`config.mk`:
```
export PLATFORM = sky130hd
export DESIGN_NAME = guard_start_restart_control
export DESIGN_NICKNAME = d
export VERILOG_FILES = /design/src/core/start_press_validator.v /design/src/core/contactor_feedback_monitor.v /design/src/core/guard_start_restart_control.v
export VERILOG_INCLUDE_DIRS = /design/src /design/src/core
export SDC_FILE = /design/constraint.sdc
export NUM_CORES = 1
export LEC_CHECK = 0
export BUFFER_PORTS_ARGS = -buffer_cell sky130_fd_sc_hd__buf_2
export CAP_MARGIN = 10
export CELL_PAD_IN_SITES_DETAIL_PLACEMENT = 1
export CELL_PAD_IN_SITES_GLOBAL_PLACEMENT = 1
export CORE_AREA = 5 5 132 134
export DETAILED_ROUTE_END_ITERATION = 10
export DIE_AREA = 0 0 137 139
export GPL_ROUTABILITY_DRIVEN = 1
export PLACE_DENSITY_LB_ADDON = 0.1
export RECOVER_POWER = 50
export SETUP_SLACK_MARGIN = 0.15
export SYNTH_ARGS = -nofsm -noshare
export SYNTH_HDL_FRONTEND = slang
export SYNTH_SLANG_ARGS = --single-unit
```
`constraint.sdc`:
```
create_clock -name ref_clk -period 2.5 [get_ports ref_clk]
set_clock_uncertainty 0.05 [all_clocks]
set_input_delay 0.5 -clock ref_clk [delete_from_list [all_inputs] [get_ports ref_clk]]
set_output_delay 0.5 -clock ref_clk [all_outputs]
set_load 0.01 [all_outputs]
```
`src/core/guard_defs.vh`:
```
`ifndef GUARD_DEFS_VH
`define GUARD_DEFS_VH

// ==========================================================
// clock
// ==========================================================
`define CLK_KHZ          100000

// ==========================================================
// timing, in milliseconds as specified
// ==========================================================
`define T_INIT_MS        1000
`define T_PRESS_MIN_MS   200
`define T_PRESS_MAX_MS   5000
`define T_FB_SETTLE_MS   50

// ==========================================================
// timing, in clock cycles
// ==========================================================
`define INIT_CYCLES      (`T_INIT_MS * `CLK_KHZ)
`define PRESS_MIN_CYCLES (`T_PRESS_MIN_MS * `CLK_KHZ)
`define PRESS_MAX_CYCLES (`T_PRESS_MAX_MS * `CLK_KHZ)
`define FB_SETTLE_CYCLES (`T_FB_SETTLE_MS * `CLK_KHZ)

// ==========================================================
// operating state codes
// ==========================================================
`define ST_INIT          3'h0
`define ST_WAIT_START    3'h1
`define ST_RUN           3'h2
`define ST_STOP          3'h3
`define ST_ERROR         3'h4

// ==========================================================
// reset value and counter width
// ==========================================================
`define MODE_MANUAL_RST  1'b1
`define COUNT_W          32

`endif

```
`src/core/start_press_validator.v`:
```
`timescale 1ns/1ps
`include "guard_defs.vh"

module start_press_validator #(
  parameter [31:0] PRESS_MIN = `PRESS_MIN_CYCLES,
  parameter [31:0] PRESS_MAX = `PRESS_MAX_CYCLES
) (
  input  wire ref_clk,      // system clock
  input  wire resetn,       // async reset, active low
  input  wire start_in,     // start input, 1 = active level
  output wire start_accept, // one-cycle pulse on valid release
  output wire start_expired // level: current press held too long
);

  reg        armed_r;
  reg        holding_r;
  reg [31:0] hold_cnt_r;
  reg        accept_r;

  // ==========================================================
  // press-and-release timing
  // ==========================================================
  // armed only after the input is seen low, so a button stuck
  // active at power-up never counts as a press
  always @(posedge ref_clk or negedge resetn) begin
    if (!resetn) begin
      armed_r    <= 1'b0;
      holding_r  <= 1'b0;
      hold_cnt_r <= 32'h0;
      accept_r   <= 1'b0;
    end else begin
      accept_r <= 1'b0;
      if (!start_in) begin
        armed_r   <= 1'b1;
        holding_r <= 1'b0;
        // low-high-low complete, check the active phase
        if (holding_r && hold_cnt_r >= PRESS_MIN &&
            hold_cnt_r <= PRESS_MAX) begin
          accept_r <= 1'b1;
        end
      end else if (armed_r && !holding_r) begin
        holding_r  <= 1'b1;
        hold_cnt_r <= 32'h1;
      end else if (holding_r && hold_cnt_r <= PRESS_MAX) begin
        // saturate one past the limit: late release ignored
        hold_cnt_r <= hold_cnt_r + 32'h1;
      end
    end
  end

  assign start_accept  = accept_r;
  assign start_expired = holding_r && (hold_cnt_r > PRESS_MAX);

endmodule // start_press_validator

```
`src/core/contactor_feedback_monitor.v`:
```
`timescale 1ns/1ps
`include "guard_defs.vh"

module contactor_feedback_monitor #(
  parameter [31:0] SETTLE = `FB_SETTLE_CYCLES
) (
  input  wire ref_clk,       // system clock
  input  wire resetn,        // async reset, active low
  input  wire outputs_on,    // commanded state of the outputs
  input  wire first_nc,      // first_contactor nc, 1 = closed
  input  wire second_nc,     // second_contactor nc, 1 = closed
  output wire released,      // both contactors show released
  output wire feedback_fault // sticky until power-up
);

  reg        on_d_r;
  reg [31:0] bad_cnt_r;
  reg        fault_r;
  reg        released_r;
  wire       mismatch;

  // nc contacts must be open while driven, closed while off
  assign mismatch = (first_nc != second_nc) ||
                    (first_nc == outputs_on);

  // ==========================================================
  // settle window and fault latch
  // ==========================================================
  // the window restarts on every command change, so contactor
  // travel time is not mistaken for a weld or a broken wire
  always @(posedge ref_clk or negedge resetn) begin
    if (!resetn) begin
      on_d_r     <= 1'b0;
      bad_cnt_r  <= 32'h0;
      fault_r    <= 1'b0;
      released_r <= 1'b0;
    end else begin
      on_d_r     <= outputs_on;
      released_r <= first_nc && second_nc;
      if (outputs_on != on_d_r || !mismatch) begin
        bad_cnt_r <= 32'h0;
      end else if (bad_cnt_r < SETTLE) begin
        bad_cnt_r <= bad_cnt_r + 32'h1;
      end else begin
        fault_r <= 1'b1;
      end
    end
  end

  assign released       = released_r;
  assign feedback_fault = fault_r;

endmodule // contactor_feedback_monitor

```
`src/core/guard_start_restart_control.v`:
```
`timescale 1ns/1ps
`include "guard_defs.vh"

module guard_start_restart_control #(
  parameter [31:0] INIT_CYCLES = `INIT_CYCLES,
  parameter [31:0] PRESS_MIN   = `PRESS_MIN_CYCLES,
  parameter [31:0] PRESS_MAX   = `PRESS_MAX_CYCLES,
  parameter [31:0] FB_SETTLE   = `FB_SETTLE_CYCLES
) (
  input  wire       ref_clk,              // 100 mhz clock
  input  wire       resetn,               // power-up reset, low
  input  wire       tag_detect,           // a tag answers in zone
  input  wire       tag_code_ok,          // its code is the paired one
  input  wire       manual_mode_sel,      // strap: 1 manual, 0 auto
  input  wire       self_test_fail,       // internal self test fault
  input  wire       start_in,             // start button, 1 active
  input  wire       first_contactor_nc,   // first nc feedback
  input  wire       second_contactor_nc,  // second nc feedback
  output wire       redundant_safety_output_a, // channel a, 1 on
  output wire       redundant_safety_output_b, // channel b, 1 on
  output wire [2:0] op_state,             // operating state code
  output wire       waiting_start,        // ready, needs start
  output wire       tag_error,            // wrong code seen
  output wire       feedback_fault,       // contactor fault seen
  output wire       internal_fault,       // self test fault seen
  output wire       start_too_long        // press held past limit
);

  // ==========================================================
  // declarations
  // ==========================================================
  // state machine
  reg  [2:0]  state_r;
  reg  [2:0]  state_nxt;
  // power-up phase and mode strap
  reg  [31:0] init_cnt_r;
  reg         init_done_r;
  reg         mode_manual_r;
  // tag qualification and sticky faults
  reg         tag_ok_r;
  reg         tag_err_r;
  reg         self_fail_r;
  // redundant outputs
  reg         out_a_r;
  reg         out_b_r;
  reg         out_nxt;
  // status flops
  reg         waiting_r;
  reg         fb_fault_r;
  reg         too_long_r;
  reg  [2:0]  state_out_r;
  // sub-block results
  wire        start_accept;
  wire        start_expired;
  wire        fb_released;
  wire        fb_fault;
  wire        any_fault;

  // ==========================================================
  // state codes
  // ==========================================================
  // binary codes shared with op_state, so the status pins read
  // the same numbers as the state register
  localparam [2:0] S_INIT  = `ST_INIT;
  localparam [2:0] S_WAIT  = `ST_WAIT_START;
  localparam [2:0] S_RUN   = `ST_RUN;
  localparam [2:0] S_STOP  = `ST_STOP;
  localparam [2:0] S_ERROR = `ST_ERROR;

  // ==========================================================
  // helpers
  // ==========================================================
  // one place decides whether the outputs may be switched on;
  // a fault or an open contactor keeps them off even with a tag
  function run_allowed;
    input tag_ok;
    input fault;
    input released;
    begin
      run_allowed = tag_ok && !fault && released;
    end
  endfunction

  // ==========================================================
  // start command and contactor feedback
  // ==========================================================
  // press timing lives apart so its counter can be tested alone
  start_press_validator #(
    .PRESS_MIN (PRESS_MIN),
    .PRESS_MAX (PRESS_MAX)
  ) u_start (
    .ref_clk       (ref_clk),
    .resetn        (resetn),
    .start_in      (start_in),
    .start_accept  (start_accept),
    .start_expired (start_expired)
  );

  // the monitor watches channel a; b is the same decision
  contactor_feedback_monitor #(
    .SETTLE (FB_SETTLE)
  ) u_feedback (
    .ref_clk        (ref_clk),
    .resetn         (resetn),
    .outputs_on     (out_a_r),
    .first_nc       (first_contactor_nc),
    .second_nc      (second_contactor_nc),
    .released       (fb_released),
    .feedback_fault (fb_fault)
  );

  // ==========================================================
  // initialisation phase and mode strap
  // ==========================================================
  // the strap is caught by the clock during init, never by the
  // reset itself; it is frozen once init ends so a loose wire
  // cannot flip auto/manual while the machine is running;
  // init length is a parameter so a bench can shorten it
  always @(posedge ref_clk or negedge resetn) begin
    if (!resetn) begin
      init_cnt_r    <= 32'h0;
      init_done_r   <= 1'b0;
      mode_manual_r <= `MODE_MANUAL_RST;
    end else if (!init_done_r) begin
      mode_manual_r <= manual_mode_sel;
      if (init_cnt_r >= INIT_CYCLES - 32'h1) begin
        init_done_r <= 1'b1;
      end else begin
        init_cnt_r <= init_cnt_r + 32'h1;
      end
    end
  end

  // ==========================================================
  // tag qualification and fault latches
  // ==========================================================
  // a foreign code latches until the next power-up; only a
  // fresh reset clears it, there is no software escape;
  // tag_ok_r is the single present-and-paired decision
  always @(posedge ref_clk or negedge resetn) begin
    if (!resetn) begin
      tag_ok_r    <= 1'b0;
      tag_err_r   <= 1'b0;
      self_fail_r <= 1'b0;
    end else begin
      tag_ok_r <= tag_detect && tag_code_ok;
      if (tag_detect && !tag_code_ok) begin
        tag_err_r <= 1'b1;
      end
      if (self_test_fail) begin
        self_fail_r <= 1'b1;
      end
    end
  end

  // every fault source ends in the same latched error state
  assign any_fault = tag_err_r || self_fail_r || fb_fault;

  // ==========================================================
  // operating state machine
  // ==========================================================
  // a fault wins over every other condition, so a fault seen in
  // the same cycle as a valid start still ends in error
  always @* begin
    state_nxt = state_r;
    case (state_r)
      // power-up phase, outputs held off the whole time
      S_INIT: begin
        if (any_fault) begin
          state_nxt = S_ERROR;
        end else if (init_done_r) begin
          if (mode_manual_r) begin
            state_nxt = S_WAIT;
          end else if (run_allowed(tag_ok_r, any_fault,
                                   fb_released)) begin
            state_nxt = S_RUN;
          end else begin
            state_nxt = S_STOP;
          end
        end
      end
      // manual mode only: ready, waiting for a monitored start
      S_WAIT: begin
        if (any_fault) begin
          state_nxt = S_ERROR;
        end else if (start_accept &&
                     run_allowed(tag_ok_r, any_fault,
                                 fb_released)) begin
          state_nxt = S_RUN;
        end
      end
      // outputs on; tag loss drops them in either mode
      S_RUN: begin
        if (any_fault) begin
          state_nxt = S_ERROR;
        end else if (!tag_ok_r) begin
          state_nxt = S_STOP;
        end
      end
      // auto rejoins run by itself, manual needs a new start
      S_STOP: begin
        if (any_fault) begin
          state_nxt = S_ERROR;
        end else if (!mode_manual_r) begin
          if (run_allowed(tag_ok_r, any_fault, fb_released)) begin
            state_nxt = S_RUN;
          end
        end else if (start_accept &&
                     run_allowed(tag_ok_r, any_fault,
                                 fb_released)) begin
          // a press made while the door was open is not kept
          state_nxt = S_RUN;
        end
      end
      // only a new power-up leaves error
      S_ERROR: begin
        state_nxt = S_ERROR;
      end
      // unused codes are treated as a fault
      default: begin
        state_nxt = S_ERROR;
      end
    endcase
  end

  // outputs only on while the next state is run; taken from
  // state_nxt so pins and op_state change on the same edge
  always @* begin
    out_nxt = (state_nxt == S_RUN);
  end

  // state register
  always @(posedge ref_clk or negedge resetn) begin
    if (!resetn) begin
      state_r <= S_INIT;
    end else begin
      state_r <= state_nxt;
    end
  end

  // ==========================================================
  // redundant outputs
  // ==========================================================
  // two separate flops so one stuck channel is not shared by
  // the other; both follow the same decision each cycle
  always @(posedge ref_clk or negedge resetn) begin
    if (!resetn) begin
      out_a_r <= 1'b0;
      out_b_r <= 1'b0;
    end else begin
      out_a_r <= out_nxt;
      out_b_r <= out_nxt;
    end
  end

  // ==========================================================
  // status outputs
  // ==========================================================
  // registered copies; feedback_fault trails the monitor's
  // latch by one edge, the edge on which the outputs drop
  always @(posedge ref_clk or negedge resetn) begin
    if (!resetn) begin
      waiting_r   <= 1'b0;
      fb_fault_r  <= 1'b0;
      too_long_r  <= 1'b0;
      state_out_r <= S_INIT;
    end else begin
      waiting_r   <= mode_manual_r &&
                     (state_nxt == S_WAIT ||
                      state_nxt == S_STOP);
      fb_fault_r  <= fb_fault;
      too_long_r  <= start_expired;
      state_out_r <= state_nxt;
    end
  end

  // ==========================================================
  // pin drivers
  // ==========================================================
  // each pin is a bare flop output, nothing sits after the flops
  assign redundant_safety_output_a = out_a_r;
  assign redundant_safety_output_b = out_b_r;
  assign op_state                  = state_out_r;
  assign waiting_start             = waiting_r;
  assign tag_error                 = tag_err_r;
  assign feedback_fault            = fb_fault_r;
  assign internal_fault            = self_fail_r;
  assign start_too_long            = too_long_r;

endmodule // guard_start_restart_control

```
# ---- Word-level counts from Yosys, hierarchy flattened
# Index checks and enable logic that the tools add are counted.
dict set report op_classes {
  add_sub_neg 3
  order_cmp 5
  eq_ne 10
  mux 22
  bitwise 4
  reduce_logical 27
}
# op n
set ops {}
lappend ops {{$mux W32} 4}
lappend ops {{$add A32 B1 Y32 const B} 3}
lappend ops {{$ge A32 B25 Y1 const B} 1}
lappend ops {{$ge A32 B27 Y1 const B} 1}
lappend ops {{$gt A32 B29 Y1 const B} 1}
lappend ops {{$le A32 B29 Y1 const B} 1}
lappend ops {{$lt A32 B23 Y1 const B} 1}
lappend ops {{$mux W3} 9}
lappend ops {{$eq A3 B2 Y1 const B} 4}
lappend ops {{$logic_and A1 B1 Y1} 12}
lappend ops {{$pmux W3 S4} 1}
lappend ops {{$mux W1} 7}
lappend ops {{$eq A3 B1 Y1 const B} 2}
lappend ops {{$reduce_and A2 Y1} 3}
lappend ops {{$logic_or A1 B1 Y1} 5}
lappend ops {{$logic_not A1 Y1} 4}
lappend ops {{$not A1 Y1} 4}
lappend ops {{$reduce_bool A2 Y1} 2}
lappend ops {{$logic_not A3 Y1} 1}
lappend ops {{$mux W2} 1}
lappend ops {{$ne A1 B1 Y1} 2}
lappend ops {{$ne A2 B1 Y1 const B} 1}
lappend ops {{$eq A1 B1 Y1} 1}
dict set report totals {
  ff_bits 114
  in_bits 9
  output_inout_bits 10
  wordCells 90
}

# ---- Logic depth before layout (Yosys ltp)
# Gate-level depths: netlist of run 1.
dict set report logic_depth {
  ltp_word 13
  depth_mapped 9
  depth_no_buf 7
}

# ---- Hierarchy
# From an unflattened synthesis of run 1, not the netlist that was laid out.
dict set report unflattened {
  cells_unflattened 600
  area_unflattened_um2 5967.0
}
# mod instances cells_each area_each_um2 seq_area_each_um2
set by_module_without_submodules {}
lappend by_module_without_submodules {start_press_validator 1 252 2224.6 875.8}
lappend by_module_without_submodules {guard_start_restart_control 1 168 1964.4 1102.3}
lappend by_module_without_submodules {contactor_feedback_monitor 1 180 1778.0 875.8}

# ---- Worst setup path after synthesis of run 1
# Ideal clock, no wire load.
dict set report synth_timing {
  path_kind {flip-flop to flip-flop}
  from {reg u_start.hold_cnt_r[29]}
  to {reg u_start.hold_cnt_r[3]}
  setup_time_ns 0.076
  t_arrival_ns 2.153
  t_required_ns 2.374
  path_slack_ns 0.220
  path_stages_with_launch 8
  path_buffers 1
  synth_period_minus_slack_ns 2.280
  path_cell_list {dfrtp_1 -> or3_1 -> or2_1 -> nor4_4 -> a211oi_4 -> buf_2 -> or4_1 -> o21ai_1}
}
dict set report synth_between {
  elab_chain_cells 4
}
# element line_no
set synth_lines {}
lappend synth_lines {{start: declaration} start_press_validator.v:17} ;# reg [31:0] hold_cnt_r;
lappend synth_lines {{start signal: assignment} start_press_validator.v:46} ;# hold_cnt_r <= hold_cnt_r + 32'h1;
lappend synth_lines {{$le A32 B29 Y1} start_press_validator.v:44} ;# end else if (holding_r && hold_cnt_r <= PRESS_MAX) begin
lappend synth_lines {{$logic_and A1 B1 Y1} start_press_validator.v:44}
lappend synth_lines {{$reduce_bool A2 Y1 (no line)} n/a}
lappend synth_lines {{$reduce_and A2 Y1 (no line)} n/a}
# Every way passes these cells.
# A chain may end at the register's enable or synchronous reset.

# ---- Final worst setup path of run 1
dict set report layout_timing {
  from {reg u_start.hold_cnt_r[29]}
  to {reg u_start.hold_cnt_r[28]}
}
# Same word-level chain as after synthesis.

==> results.md, run 1 <==
* Mapped cell area at 5540 um^2
* Max FO, Critical Path at 5
* CTS tree: done
* Final nets at 629
* Core footprint at 16200 um^2
* Final ANT Viol Nets at 0
* Initial antenna violation count at 0
* VDD IR max at 509 uV
* Syn_area_per_cell at 9.88 um^2
* Sequential Area at 2860 um^2
* Violated checks: max-capacitance violations, max-slew violations
* Antenna cells at 0
* Synth Instances at 561
* Post-route clock period utilization at 98.0%
* Hpwl dp at 9.57 mm
* Drt drc at 0
* Worst setup SP type: flop
* Drt first pass iters at 4
* FP Rows at 47
* Worst Hold Class: in -> reg
* Fin cells at 848
* Worst slew margin at -38.7%
* CP Data Required Time at 2.75 ns
* I/O pin total at 19
* Final worst setup slack at 0.0500 ns
* Synth Net Count at 575
* Port bufs at 18
* Worst EP arrival at 2.70 ns
* Filler cells at 1815
* Final setup violation count at 0
* Final Hold Viols at 0
* Post-place setup slack at 0.00204 ns
* Async SR Flop Fraction at 100%
* Hold path startpoint: self_test_fail
* Area Overhead vs Synth at 24.3%
* Fmax achieved at 408 MHz
* Clock tree root buffer cell: clkbuf_16
* Worst r2r src: u_start.hold_cnt_r[29]$_DFFE_PN0P_
* Die area at 19000 um^2
* Via count at 4451
* First-pass GRT wire length at 23.2 mm
* TNS Setup at 0 ns
* Die Span X at 137 um
* Total gr overflow at 0
* Largest stage delay on the critical path at 0.48 ns
* Post-synthesis sequential area ratio at 51.5%
* CP max-delay cell: a211oi_4
* WHS Endpoint: internal_fault$_DFFE_PN0P_
* Syn. warnings at 0
* Pin count of the biggest net entering global routing at 43
* CP Buf/Inv Count at 2
* Measured slew at the worst slew-check pin at 2.08 ns
* Clock Pin Slew Worst Setup and Hold Paths at 0.06 ns
* Multi-input gate area at 2640 um^2
* R2r setup slk at 0.05 ns
* Worst Setup SP: u_start.hold_cnt_r[29]$_DFFE_PN0P_
* Critical path class: reg -> reg
* Primary FF master, synth: dfrtp_1
* Initial core utilization at 34.3%
* Overall global routing resource usage at 15.2%
* Static leakage at 3.07 nW
* WHS Path Cells at 2
* Post-synthesis register bit count at 114
* Crit path cell chain: or3_4 -> or2_4 -> a211o_1 -> a211oi_4 -> buf_4 -> buf_6 -> nor4_1 -> a21o_1
* CP endpoint kind: flop
* Die Y at 139 um
* RSZ-0062 raised after global routing: yes
* Most frequent cells in the layout: 111 x dfrtp_1, 51 x nor2_1, 36 x xor2_1
* Clock Latency Late Sink at 0.41 ns
* Crit path max-delay family: compound AO/OA/AOI/OAI gates
* Clock sink count at 114
* PwrDens at 667 nW/um^2
* Placed Cells at 808
* Post-layout minimum cycle time at 2.45 ns
* WL final at 13.9 mm
* Reg2Reg Capture Point: u_start.hold_cnt_r[28]$_DFFE_PN0P_
* Max-Cap Viols at 1
* Share of cells above drive strength 1 at 19.3%
* Buffer depth of the longest clock path at 2
* Post-synth EDFFs at 0
* Avg WL per Cell at 16.3 um
* Most common cell after layout, fill and taps aside: dfrtp_1
* Vias per cell at 5.25
* Design Power at 4.59 mW
* Netlist cell types at 57
* Violation count after the first detailed-route iteration at 161
* Status: finished, violations left
* H-tree Lvls at 4
* Reg2Reg Depth at 8
* Number of global-route vias before repair at 4740
* Gpl congestion at 0.753
* CTS buffer count at 17
* Slew Limit Fails at 34
layer usage:
layer	global-route usage, %	up-vias	share of wire [%]
met4	4.41	0	1.0
met2	24.6	47	49
li1	-	2142	-
met3	4.17	14	2.6
met1	19.9	2248	47
met5	0	-	0
timing repair:
item,in CTS,in global routing
endpoints found under the setup margin,9,49
buffers inserted,2,4
pin swaps,5,8
hold buffers,0,0
gates resized for setup,5,22
gates cloned,0,2
synth_stat cells, drive strengths merged (14+ instances only):
| master | n | area (um^2) |
|---|---|---|
| o21ai | 29 | 149 |
| clkbuf | 15 | 56.3 |
| nand4 | 30 | 188 |
| nand2 | 30 | 113 |
| or3 | 26 | 163 |
| nor3 | 15 | 75.1 |
| nand3 | 34 | 170 |
| nor2 | 51 | 191 |
| a21oi | 27 | 135 |
| xor2 | 36 | 315 |
| and2 | 18 | 113 |
| inv | 15 | 56.3 |
| and3 | 16 | 100 |
| nor4 | 14 | 103 |
| dfrtp | 113 | 2830 |
stage by stage:
stage,instance area (um^2),utilization [%],hold WS (ns)
floorplan,5540,-,0.154
global placement,6100,37.7,0.307
detailed placement,6100,37.7,0.310
CTS,6720,41.6,0.00457
global route,6890,42.6,0.211
finish,6890,42.6,0.230
how the worst max path moves through the flow:
stage                                    endpoint  slack (ns)  cells after the start
3_3_place_gp       u_start.start_accept$_DFF_PN0_        0.02                      6
6_report       u_start.hold_cnt_r[28]$_DFFE_PN0P_        0.05                      8
4_1_cts        u_start.hold_cnt_r[16]$_DFFE_PN0P_        0.14                      7
2_1_floorplan   u_start.hold_cnt_r[3]$_DFFE_PN0P_        0.22                      7
3_5_place_dp       u_start.start_accept$_DFF_PN0_       0.002                      6
5_1_grt         u_start.hold_cnt_r[5]$_DFFE_PN0P_       -0.03                      7
flip-flops by register name, indices dropped and copies added, names as in the netlist:
| name | flops |
|---|---|
| init_cnt_r | 32 |
| u_feedback.bad_cnt_r | 32 |
| u_start.hold_cnt_r | 32 |
| op_state | 3 |
| feedback_fault | 1 |
| init_done_r | 1 |
| internal_fault | 1 |
| mode_manual_r | 1 |
| redundant_safety_output_b | 1 |
| start_too_long | 1 |
| tag_error | 1 |
| tag_ok_r | 1 |
| u_feedback.feedback_fault | 1 |
| u_feedback.on_d_r | 1 |
| u_feedback.released | 1 |
| u_start.armed_r | 1 |
| u_start.holding_r | 1 |
| u_start.start_accept | 1 |
| waiting_start | 1 |
power breakdown:
group	internal (mW)	total (mW)	switching, mW
clock network	1.50	2.42	0.918
logic	0.0871	0.247	0.160
registers	1.89	1.93	0.0383
cell families (layout without fill, tap and decap cells):
logic type                 after synthesis  count (layout)  share of synthesized area, %
adders and majority gates                5               5                          1.13
buffers and inverters                   39             106                          3.00
AOI/OAI and AO/OA                       92              92                          10.7
xor gates and xnor gates                42              42                          6.64
and+or+nand+nor                        265             265                          26.2
muxes                                    4               4                         0.768
DFF                                    114             114                          51.5
layout make-up:
class	instances	share of cell area, %
inverters	15	0.818
clock buffers	18	6.38
multi-input cells	408	38.3
flip-flops and latches	114	41.5
clock inverters	14	2.27
well taps	220	4.00
repair buffers	59	6.78
No activity file was read; power rests on OpenSTA's default activity.
==> run 2, diff against run 1 <==
- CORE_AREA: 5 5 132 134 -> 5 5 137 139
- DIE_AREA: 0 0 137 139 -> 0 0 142 144
- SYNTH_HIERARCHICAL: unset -> 1
- clock period: 2.5 -> 2.1 ns (I/O delays scaled with it)
==> run 2 against run 1 <==
Compared with the run above: the flow finishes with violations (negative setup slack); critical path depth increased by 1; global-route usage rose by 3.2 points; via count rose by 20%; largest power group unchanged; total power is 28% higher; sequential share of layout area down 8.5 points; sequential power is 20% higher; die area rose by 7.4%; final cell count is 16% higher; first-iteration DRC count shrank 13%; final area grew 26%; critical path type unchanged.
==> results.md, run 2 <==
* Status: finished, violations left
* Violated checks: negative setup slack
* Clock Pin Slew Worst Setup and Hold Paths at 0.06 ns (about the same)
* Area Overhead vs Synth at 45.4%
* WHS Endpoint: internal_fault$_DFFE_PN0P_
* H-tree Lvls at 4 (unchanged)
* Largest stage delay on the critical path at 0.41 ns (-0.07 ns)
* Post-synth top cells: 113 x dfrtp_1, 47 x nand2_1, 43 x o21ai_0, 38 x nor2_1, 31 x nand3_1
* Fin cells at 980 (+16%)
* CP endpoint kind: flop
* Met1 usage in global routing at 22.5% (+2.6 points)
* Die Y at 144 um (+3.6%)
* CP Buf/Inv Count at 2 (unchanged)
* Post-synthesis register bit count at 114 (unchanged)
* TNS Setup at -4.87 ns (-4.87 ns)
* Gpl congestion at 0.808 (+7.4%)
* WHS Path Cells at 2 (unchanged)
* Final setup violation count at 33 (+33)
* Worst setup SP type: flop
* Worst EP arrival at 2.59 ns (-0.11 ns)
* Die area at 20400 um^2 (+7.4%)
* R2r setup slk at -0.22 ns (-0.27 ns)
* Buffer depth of the longest clock path at 2 (unchanged)
* Worst Hold Class: in -> reg
* Post-place setup slack at -0.231 ns (-0.233 ns)
* Largest cells by area after synthesis: dfrtp_1 47%, o21ai_0 3.6%, xnor2_1 3.4%
* Post-synth EDFFs at 0 (unchanged)
* Clock sink count at 114 (unchanged)
* Dpl cell area at 7030 um^2 (+15%)
* Fmax achieved at 431 MHz (+5.5%)
* Grt met3 use at 4.03% (-0.14 points)
* Yosys top cell area share at 47.4% (-3.6 points)
* Mapped cell area at 5970 um^2 (+7.7%)
* Port bufs at 18 (unchanged)
* Core footprint at 17500 um^2 (+8.4%)
* Async SR Flop Fraction at 100% (unchanged)
* Most common cell after layout, fill and taps aside: dfrtp_1
* Syn_area_per_cell at 9.94 um^2 (+0.70%)
* Static leakage at 3.78 nW (+23%)
* Number of global-route vias before repair at 5809 (+23%)
* Share of cells above drive strength 1 at 43.8% (+25 points)
* Pin count of the biggest net entering global routing at 52 (+21%)
* Design Power at 5.86 mW (+28%)
* Crit path max-delay family: compound AO/OA/AOI/OAI gates
* CTS tree: done
* Worst Setup SP: u_start/hold_cnt_r[1]$_DFFE_PN0P_
* Reg2Reg Capture Point: u_start/hold_cnt_r[28]$_DFFE_PN0P_
* CP max-delay cell: dfrtp_1
* Final Hold Viols at 0 (unchanged)
* Primary FF master, synth: dfrtp_1
* Post-route clock period utilization at 111% (+13 points)
* Max FO, Critical Path at 4 (-1)
* Drt first pass iters at 6 (+2)
* Hpwl dp at 11.8 mm (+24%)
* Final nets at 752 (+20%)
* Worst r2r src: u_start/hold_cnt_r[1]$_DFFE_PN0P_
* Min Hold Slack at 0.138 ns (-0.0910 ns)
* Final worst setup slack at -0.221 ns (-0.271 ns)
* First-pass GRT wire length at 29.8 mm (+28%)
* Final Cell Area at 8680 um^2 (+26%)
* Slew Limit Fails at 0 (-100%)
* Initial antenna violation count at 0 (unchanged)
* CP Depth at 9 (+1)
* Reg2Reg Depth at 9 (+1)
* Netlist cell types at 79 (+39%)
* Worst slew margin at 26.7% (+65 points)
* Via count at 5320 (+20%)
* Synth area leader: dfrtp_1
* CTS buffer count at 17 (unchanged)
* Total gr overflow at 0 (unchanged)
* Avg WL per Cell at 18.3 um (+12%)
* CP Data Required Time at 2.37 ns (-0.38 ns)
* PwrDens at 675 nW/um^2 (+1.2%)
* Post-synthesis sequential area ratio at 47.8% (-3.7 points)
* FP Rows at 49 (+4.3%)
* Overall global routing resource usage at 18.4% (+3.2 points)
* Final core occ at 49.5% (+6.9 points)
* Count leader, synth: dfrtp_1
* Initial core utilization at 34.0% (-0.23 points)
* Syn. warnings at 6 (+6)
* Most frequent cells in the layout: 109 x dfrtp_1, 101 x buf_4, 39 x nand2_1
* Filler cells at 1912 (+5.3%)
* Die Span X at 142 um (+3.6%)
* Drt drc at 0 (unchanged)
* RSZ-0062 raised after global routing: yes
* Global route hottest layer: met2
* Clock Latency Late Sink at 0.43 ns (+0.02 ns)
* WL final at 17.9 mm (+30%)
* Hold path startpoint: self_test_fail
* Final ANT Viol Nets at 0 (unchanged)
* VDD IR max at 616 uV (+21%)
* Measured slew at the worst slew-check pin at 1.10 ns (-0.981 ns)
* Max-Cap Viols at 0 (-1)
* Clock tree root buffer cell: clkbuf_16
* Violation count after the first detailed-route iteration at 140 (-13%)
* I/O pin total at 19 (unchanged)
* Largest regs: init_cnt_r x32, u_feedback/bad_cnt_r x32, u_start/hold_cnt_r x32
* GR Util met2 at 32.0% (+7.5 points)
* Critical path class: reg -> reg
* Crit path cell chain: inv_1 -> ha_2 -> nor4b_4 -> nand4_1 -> o41ai_4 -> a31oi_4 -> buf_4 -> nand2b_4 -> o311ai_2
* Post-layout minimum cycle time at 2.32 ns (-0.129 ns)
* Synth Net Count at 614 (+6.8%)
* Synth Instances at 600 (+7.0%)
* Antenna cells at 0 (unchanged)
* Vias per cell at 5.43 (+3.4%)
* Placed Cells at 915 (+13%)
-- run 2: cell types whose count changed after synthesis, moves of 10 or more --
cell,previous run,this run
or3_1,26,14
xnor2_1,6,23
o31ai_1,6,24
o21ai_0,20,43
nor2_1,51,38
xor2_1,36,6
nand2_1,30,47
a31oi_1,0,10
nand4_1,30,17
-- run 2: worst register-to-register path, cell delays in order, from the launching register on --
cell      delay (ns)
dfrtp_1         0.41
inv_1           0.08
ha_2            0.17
nor4b_4         0.18
nand4_1         0.21
o41ai_4         0.39
a31oi_4         0.10
buf_4           0.17
nand2b_4        0.18
o311ai_2        0.28
-- run 2: logic make-up after synthesis --
kind of cell,synth area share [%]
AO/OA/AOI/OAI,16.9
XOR/XNOR,4.26
adder cells (fa/ha/maj),1.05
buffers and inverters,4.57
flip-flops,47.8
multiplexers,0.713
AND/OR/NAND/NOR,24.7
-- run 2: repair_timing --
action,4_1_cts,5_1_grt
resized for setup,99,81
pin swaps,63,44
endpoints found under the setup margin,74,87
buffers inserted,19,8
hold endpoints to repair,16,0
hold buffers,1,0
cloned,5,0
-- run 2: layout make-up --
cell class / count / area (um^2) / area share (%)
Multi-Input combinational cell: 437 / 3550 / 40.9
Sequential cell: 114 / 2860 / 33.0
Timing Repair Buffer: 151 / 1300 / 14.9
Clock buffer: 20 / 457 / 5.26
Tap cell: 229 / 287 / 3.30
Clock inverter: 12 / 156 / 1.80
Inverter: 17 / 68.8 / 0.793
-- run 2: worst max path at each step --
| stage | slack (ns) | to |
|---|---|---|
| 2_1_floorplan | -0.007 | u_start/hold_cnt_r[24]$_DFFE_PN0P_ |
| 3_3_place_gp | -0.16 | u_start/hold_cnt_r[11]$_DFFE_PN0P_ |
| 3_5_place_dp | -0.23 | u_start/hold_cnt_r[11]$_DFFE_PN0P_ |
| 4_1_cts | -0.21 | u_start/hold_cnt_r[10]$_DFFE_PN0P_ |
| 5_1_grt | -0.31 | u_start/hold_cnt_r[18]$_DFFE_PN0P_ |
| 6_report | -0.22 | u_start/hold_cnt_r[28]$_DFFE_PN0P_ |
-- run 2: layer usage --
layer / vias up / routed length, um / part of all wire [%]
li1: 2512 / - / -
met1: 2723 / 7970 / 44
met2: 66 / 9250 / 52
met3: 19 / 499 / 2.8
met4: 0 / 219 / 1.2
met5: - / 0 / 0
-- run 2: power breakdown --
part	total, mW	internal, mW	switching [mW]
Sequential	2.32	2.25	0.0723
Clock	3.03	1.93	1.10
Combinational	0.508	0.229	0.279
==> run 3, diff against run 2 <==
- PLACE_DENSITY: unset -> 0.67
- PLACE_DENSITY_LB_ADDON: 0.1 -> unset
- clock period: 2.1 -> 2.4 ns (I/O delays scaled with it)
==> run 3 against run 2 <==
Compared with the run above: the flow now finishes without violations; register-to-register slack better by 0.25 ns; largest cell class unchanged; core utilization decreased by 6.5 points; combinational power down 18%; hold slack better by 0.074 ns; total power down 13%; critical path depth shrank 2.
==> results.md, run 3 (synthesized netlist as in run 2, its figures left out) <==
* Measured slew at the worst slew-check pin at 0.761 ns (-0.338 ns)
* Fmax achieved at 421 MHz (-2.3%)
* Vias per cell at 5.58 (+2.9%)
* Reg2Reg Capture Point: u_start/hold_cnt_r[11]$_DFFE_PN0P_
* Gpl congestion at 0.789 (-2.4%)
* Crit path cell chain: nor4_4 -> nand4_1 -> o41ai_4 -> a31oi_4 -> buf_6 -> or4_4 -> o21ai_2
* Die Span X at 142 um (unchanged)
* Violation count after the first detailed-route iteration at 290 (+110%)
* Largest regs: init_cnt_r x32, u_feedback/bad_cnt_r x32, u_start/hold_cnt_r x32
* Status: completed
* Most common cell after layout, fill and taps aside: dfrtp_1
* Number of global-route vias before repair at 5386 (-7.3%)
* Clock Pin Slew Worst Setup and Hold Paths at 0.06 ns (about the same)
* Share of cells above drive strength 1 at 27.6% (-16 points)
* Worst r2r src: u_start/hold_cnt_r[29]$_DFFE_PN0P_
* Core footprint at 17500 um^2 (unchanged)
* Clock Latency Late Sink at 0.42 ns (about the same)
* Reg2Reg Depth at 7 (-2)
* Post-route clock period utilization at 99.0% (-12 points)
* CP endpoint kind: flop
* Max FO, Critical Path at 5 (+1)
* Final ANT Viol Nets at 0 (unchanged)
* CP Buf/Inv Count at 1 (-1)
* Initial core utilization at 34.0% (unchanged)
* Worst setup SP type: flop
* Total gr overflow at 0 (unchanged)
* H-tree Lvls at 4 (unchanged)
* Slew Limit Fails at 0 (unchanged)
* CTS tree: done
* Most frequent cells in the layout: 109 x dfrtp_1, 46 x nand2_1, 41 x buf_4
* Worst Hold Class: in -> reg
* Worst slew margin at 49.2% (+23 points)
* Drt first pass iters at 5 (-1)
* Port bufs at 18 (unchanged)
* Pin count of the biggest net entering global routing at 44 (-15%)
* Final setup violation count at 0 (-100%)
* RSZ-0062 raised after global routing: yes
* WHS Path Cells at 2 (unchanged)
* Hold path startpoint: self_test_fail
* Max-Cap Viols at 0 (unchanged)
* Clock sink count at 114 (unchanged)
* Avg WL per Cell at 18.3 um (about the same)
* Area Overhead vs Synth at 26.3%
* Final nets at 668 (-11%)
* Critical path class: reg -> reg
* Antenna cells at 0 (unchanged)
* CP Data Required Time at 2.69 ns (+0.32 ns)
* Overall global routing resource usage at 16.3% (-2.1 points)
* Post-layout minimum cycle time at 2.38 ns (+0.0547 ns)
* R2r setup slk at 0.02 ns (+0.25 ns)
* FP Rows at 49 (unchanged)
* Placed Cells at 847 (-7.4%)
* Static leakage at 3.18 nW (-16%)
* Design Power at 5.10 mW (-13%)
* Post-place setup slack at -0.164 ns (+0.0676 ns)
* Die Y at 144 um (unchanged)
* WHS Endpoint: internal_fault$_DFFE_PN0P_
* Die area at 20400 um^2 (unchanged)
* First-pass GRT wire length at 26.8 mm (-10%)
* I/O pin total at 19 (unchanged)
* Buffer depth of the longest clock path at 2 (unchanged)
* Largest stage delay on the critical path at 0.47 ns (+0.06 ns)
* WL final at 16.4 mm (-8.7%)
* Final worst setup slack at 0.0240 ns (+0.245 ns)
* VDD IR max at 494 uV (-20%)
* Hpwl dp at 10.5 mm (-12%)
* Via count at 4998 (-6.1%)
* CP max-delay cell: or4_4
* Fin cells at 895 (-8.7%)
* Clock tree root buffer cell: clkbuf_16
* Min Hold Slack at 0.213 ns (+0.0741 ns)
* CTS buffer count at 17 (unchanged)
* Drt drc at 0 (unchanged)
* Worst EP arrival at 2.66 ns (+0.07 ns)
* PwrDens at 677 nW/um^2 (+0.28%)
* Final Hold Viols at 0 (unchanged)
* Initial antenna violation count at 0 (unchanged)
* Crit path max-delay family: simple AND/OR/NAND/NOR gates
* Final core occ at 43.0% (-6.5 points)
==> run 3: cell types whose count changed in the layout (fill, tap and decap cells not counted), moves of 7 or more <==
cell / previous run / this run
buf_4: 101 / 41
buf_6: 22 / 5
a21oi_1: 8 / 22
a21oi_2: 15 / 2
or3_4: 9 / 0
xnor2_1: 15 / 23
xnor2_2: 8 / 0
nand2_1: 39 / 46
nor2_1: 31 / 38
==> run 3: worst max path at each step <==
stage,startpoint,endpoint,slack (ns),cells after the start
after floorplan,u_start/hold_cnt_r[0]$_DFFE_PN0P_,u_start/hold_cnt_r[28]$_DFFE_PN0P_,0.22,8
final,u_start/hold_cnt_r[29]$_DFFE_PN0P_,u_start/hold_cnt_r[11]$_DFFE_PN0P_,0.02,7
after global placement,u_start/hold_cnt_r[29]$_DFFE_PN0P_,u_start/start_accept$_DFF_PN0_,-0.17,5
after CTS,u_start/hold_cnt_r[1]$_DFFE_PN0P_,u_start/hold_cnt_r[28]$_DFFE_PN0P_,0.12,8
after detailed placement,u_start/hold_cnt_r[29]$_DFFE_PN0P_,u_start/start_accept$_DFF_PN0_,-0.16,5
after global routing,u_start/hold_cnt_r[29]$_DFFE_PN0P_,u_start/hold_cnt_r[11]$_DFFE_PN0P_,-0.06,7
==> run 3: repair_timing <==
action,4_1_cts,5_1_grt
gates resized for setup,20,75
setup buffers,7,8
setup endpoints to repair,28,40
cloned,1,0
hold buffers,1,0
endpoints found under the hold margin,28,0
pin swaps,5,17
==> run 3: power by group <==
| part | internal [mW] | leakage (nW) | total [mW] | switching [mW] |
|---|---|---|---|---|
| Clock | 1.72 | 0.295 | 2.64 | 0.925 |
| Sequential | 1.97 | 1.54 | 2.05 | 0.0750 |
| Combinational | 0.178 | 1.35 | 0.416 | 0.237 |
==> run 3: per-stage QoR <==
stage | setup TNS [ns] | instance area, um^2
floorplan | 0 | 5970
global placement | -0.170 | 6430
detailed placement | -0.237 | 6430
CTS | 0 | 7190
global route | -0.312 | 7530
finish | 0 | 7530
==> run 3: layout make-up <==
cell class / instances / area, um^2
Sequential cell: 114 / 2860
Clock inverter: 11 / 153
Inverter: 17 / 63.8
Timing Repair Buffer: 68 / 498
Clock buffer: 20 / 467
Fill cell: 1976 / 10000
Tap cell: 229 / 287
Multi-Input combinational cell: 436 / 3210
==> run 3: routing by layer <==
layer	vias to the layer above	routed length [um]	global-route usage (%)
li1	2335	-	-
met1	2567	7200	19.7
met2	78	8440	28.7
met3	18	536	4.27
met4	0	199	4.70
met5	-	0	0
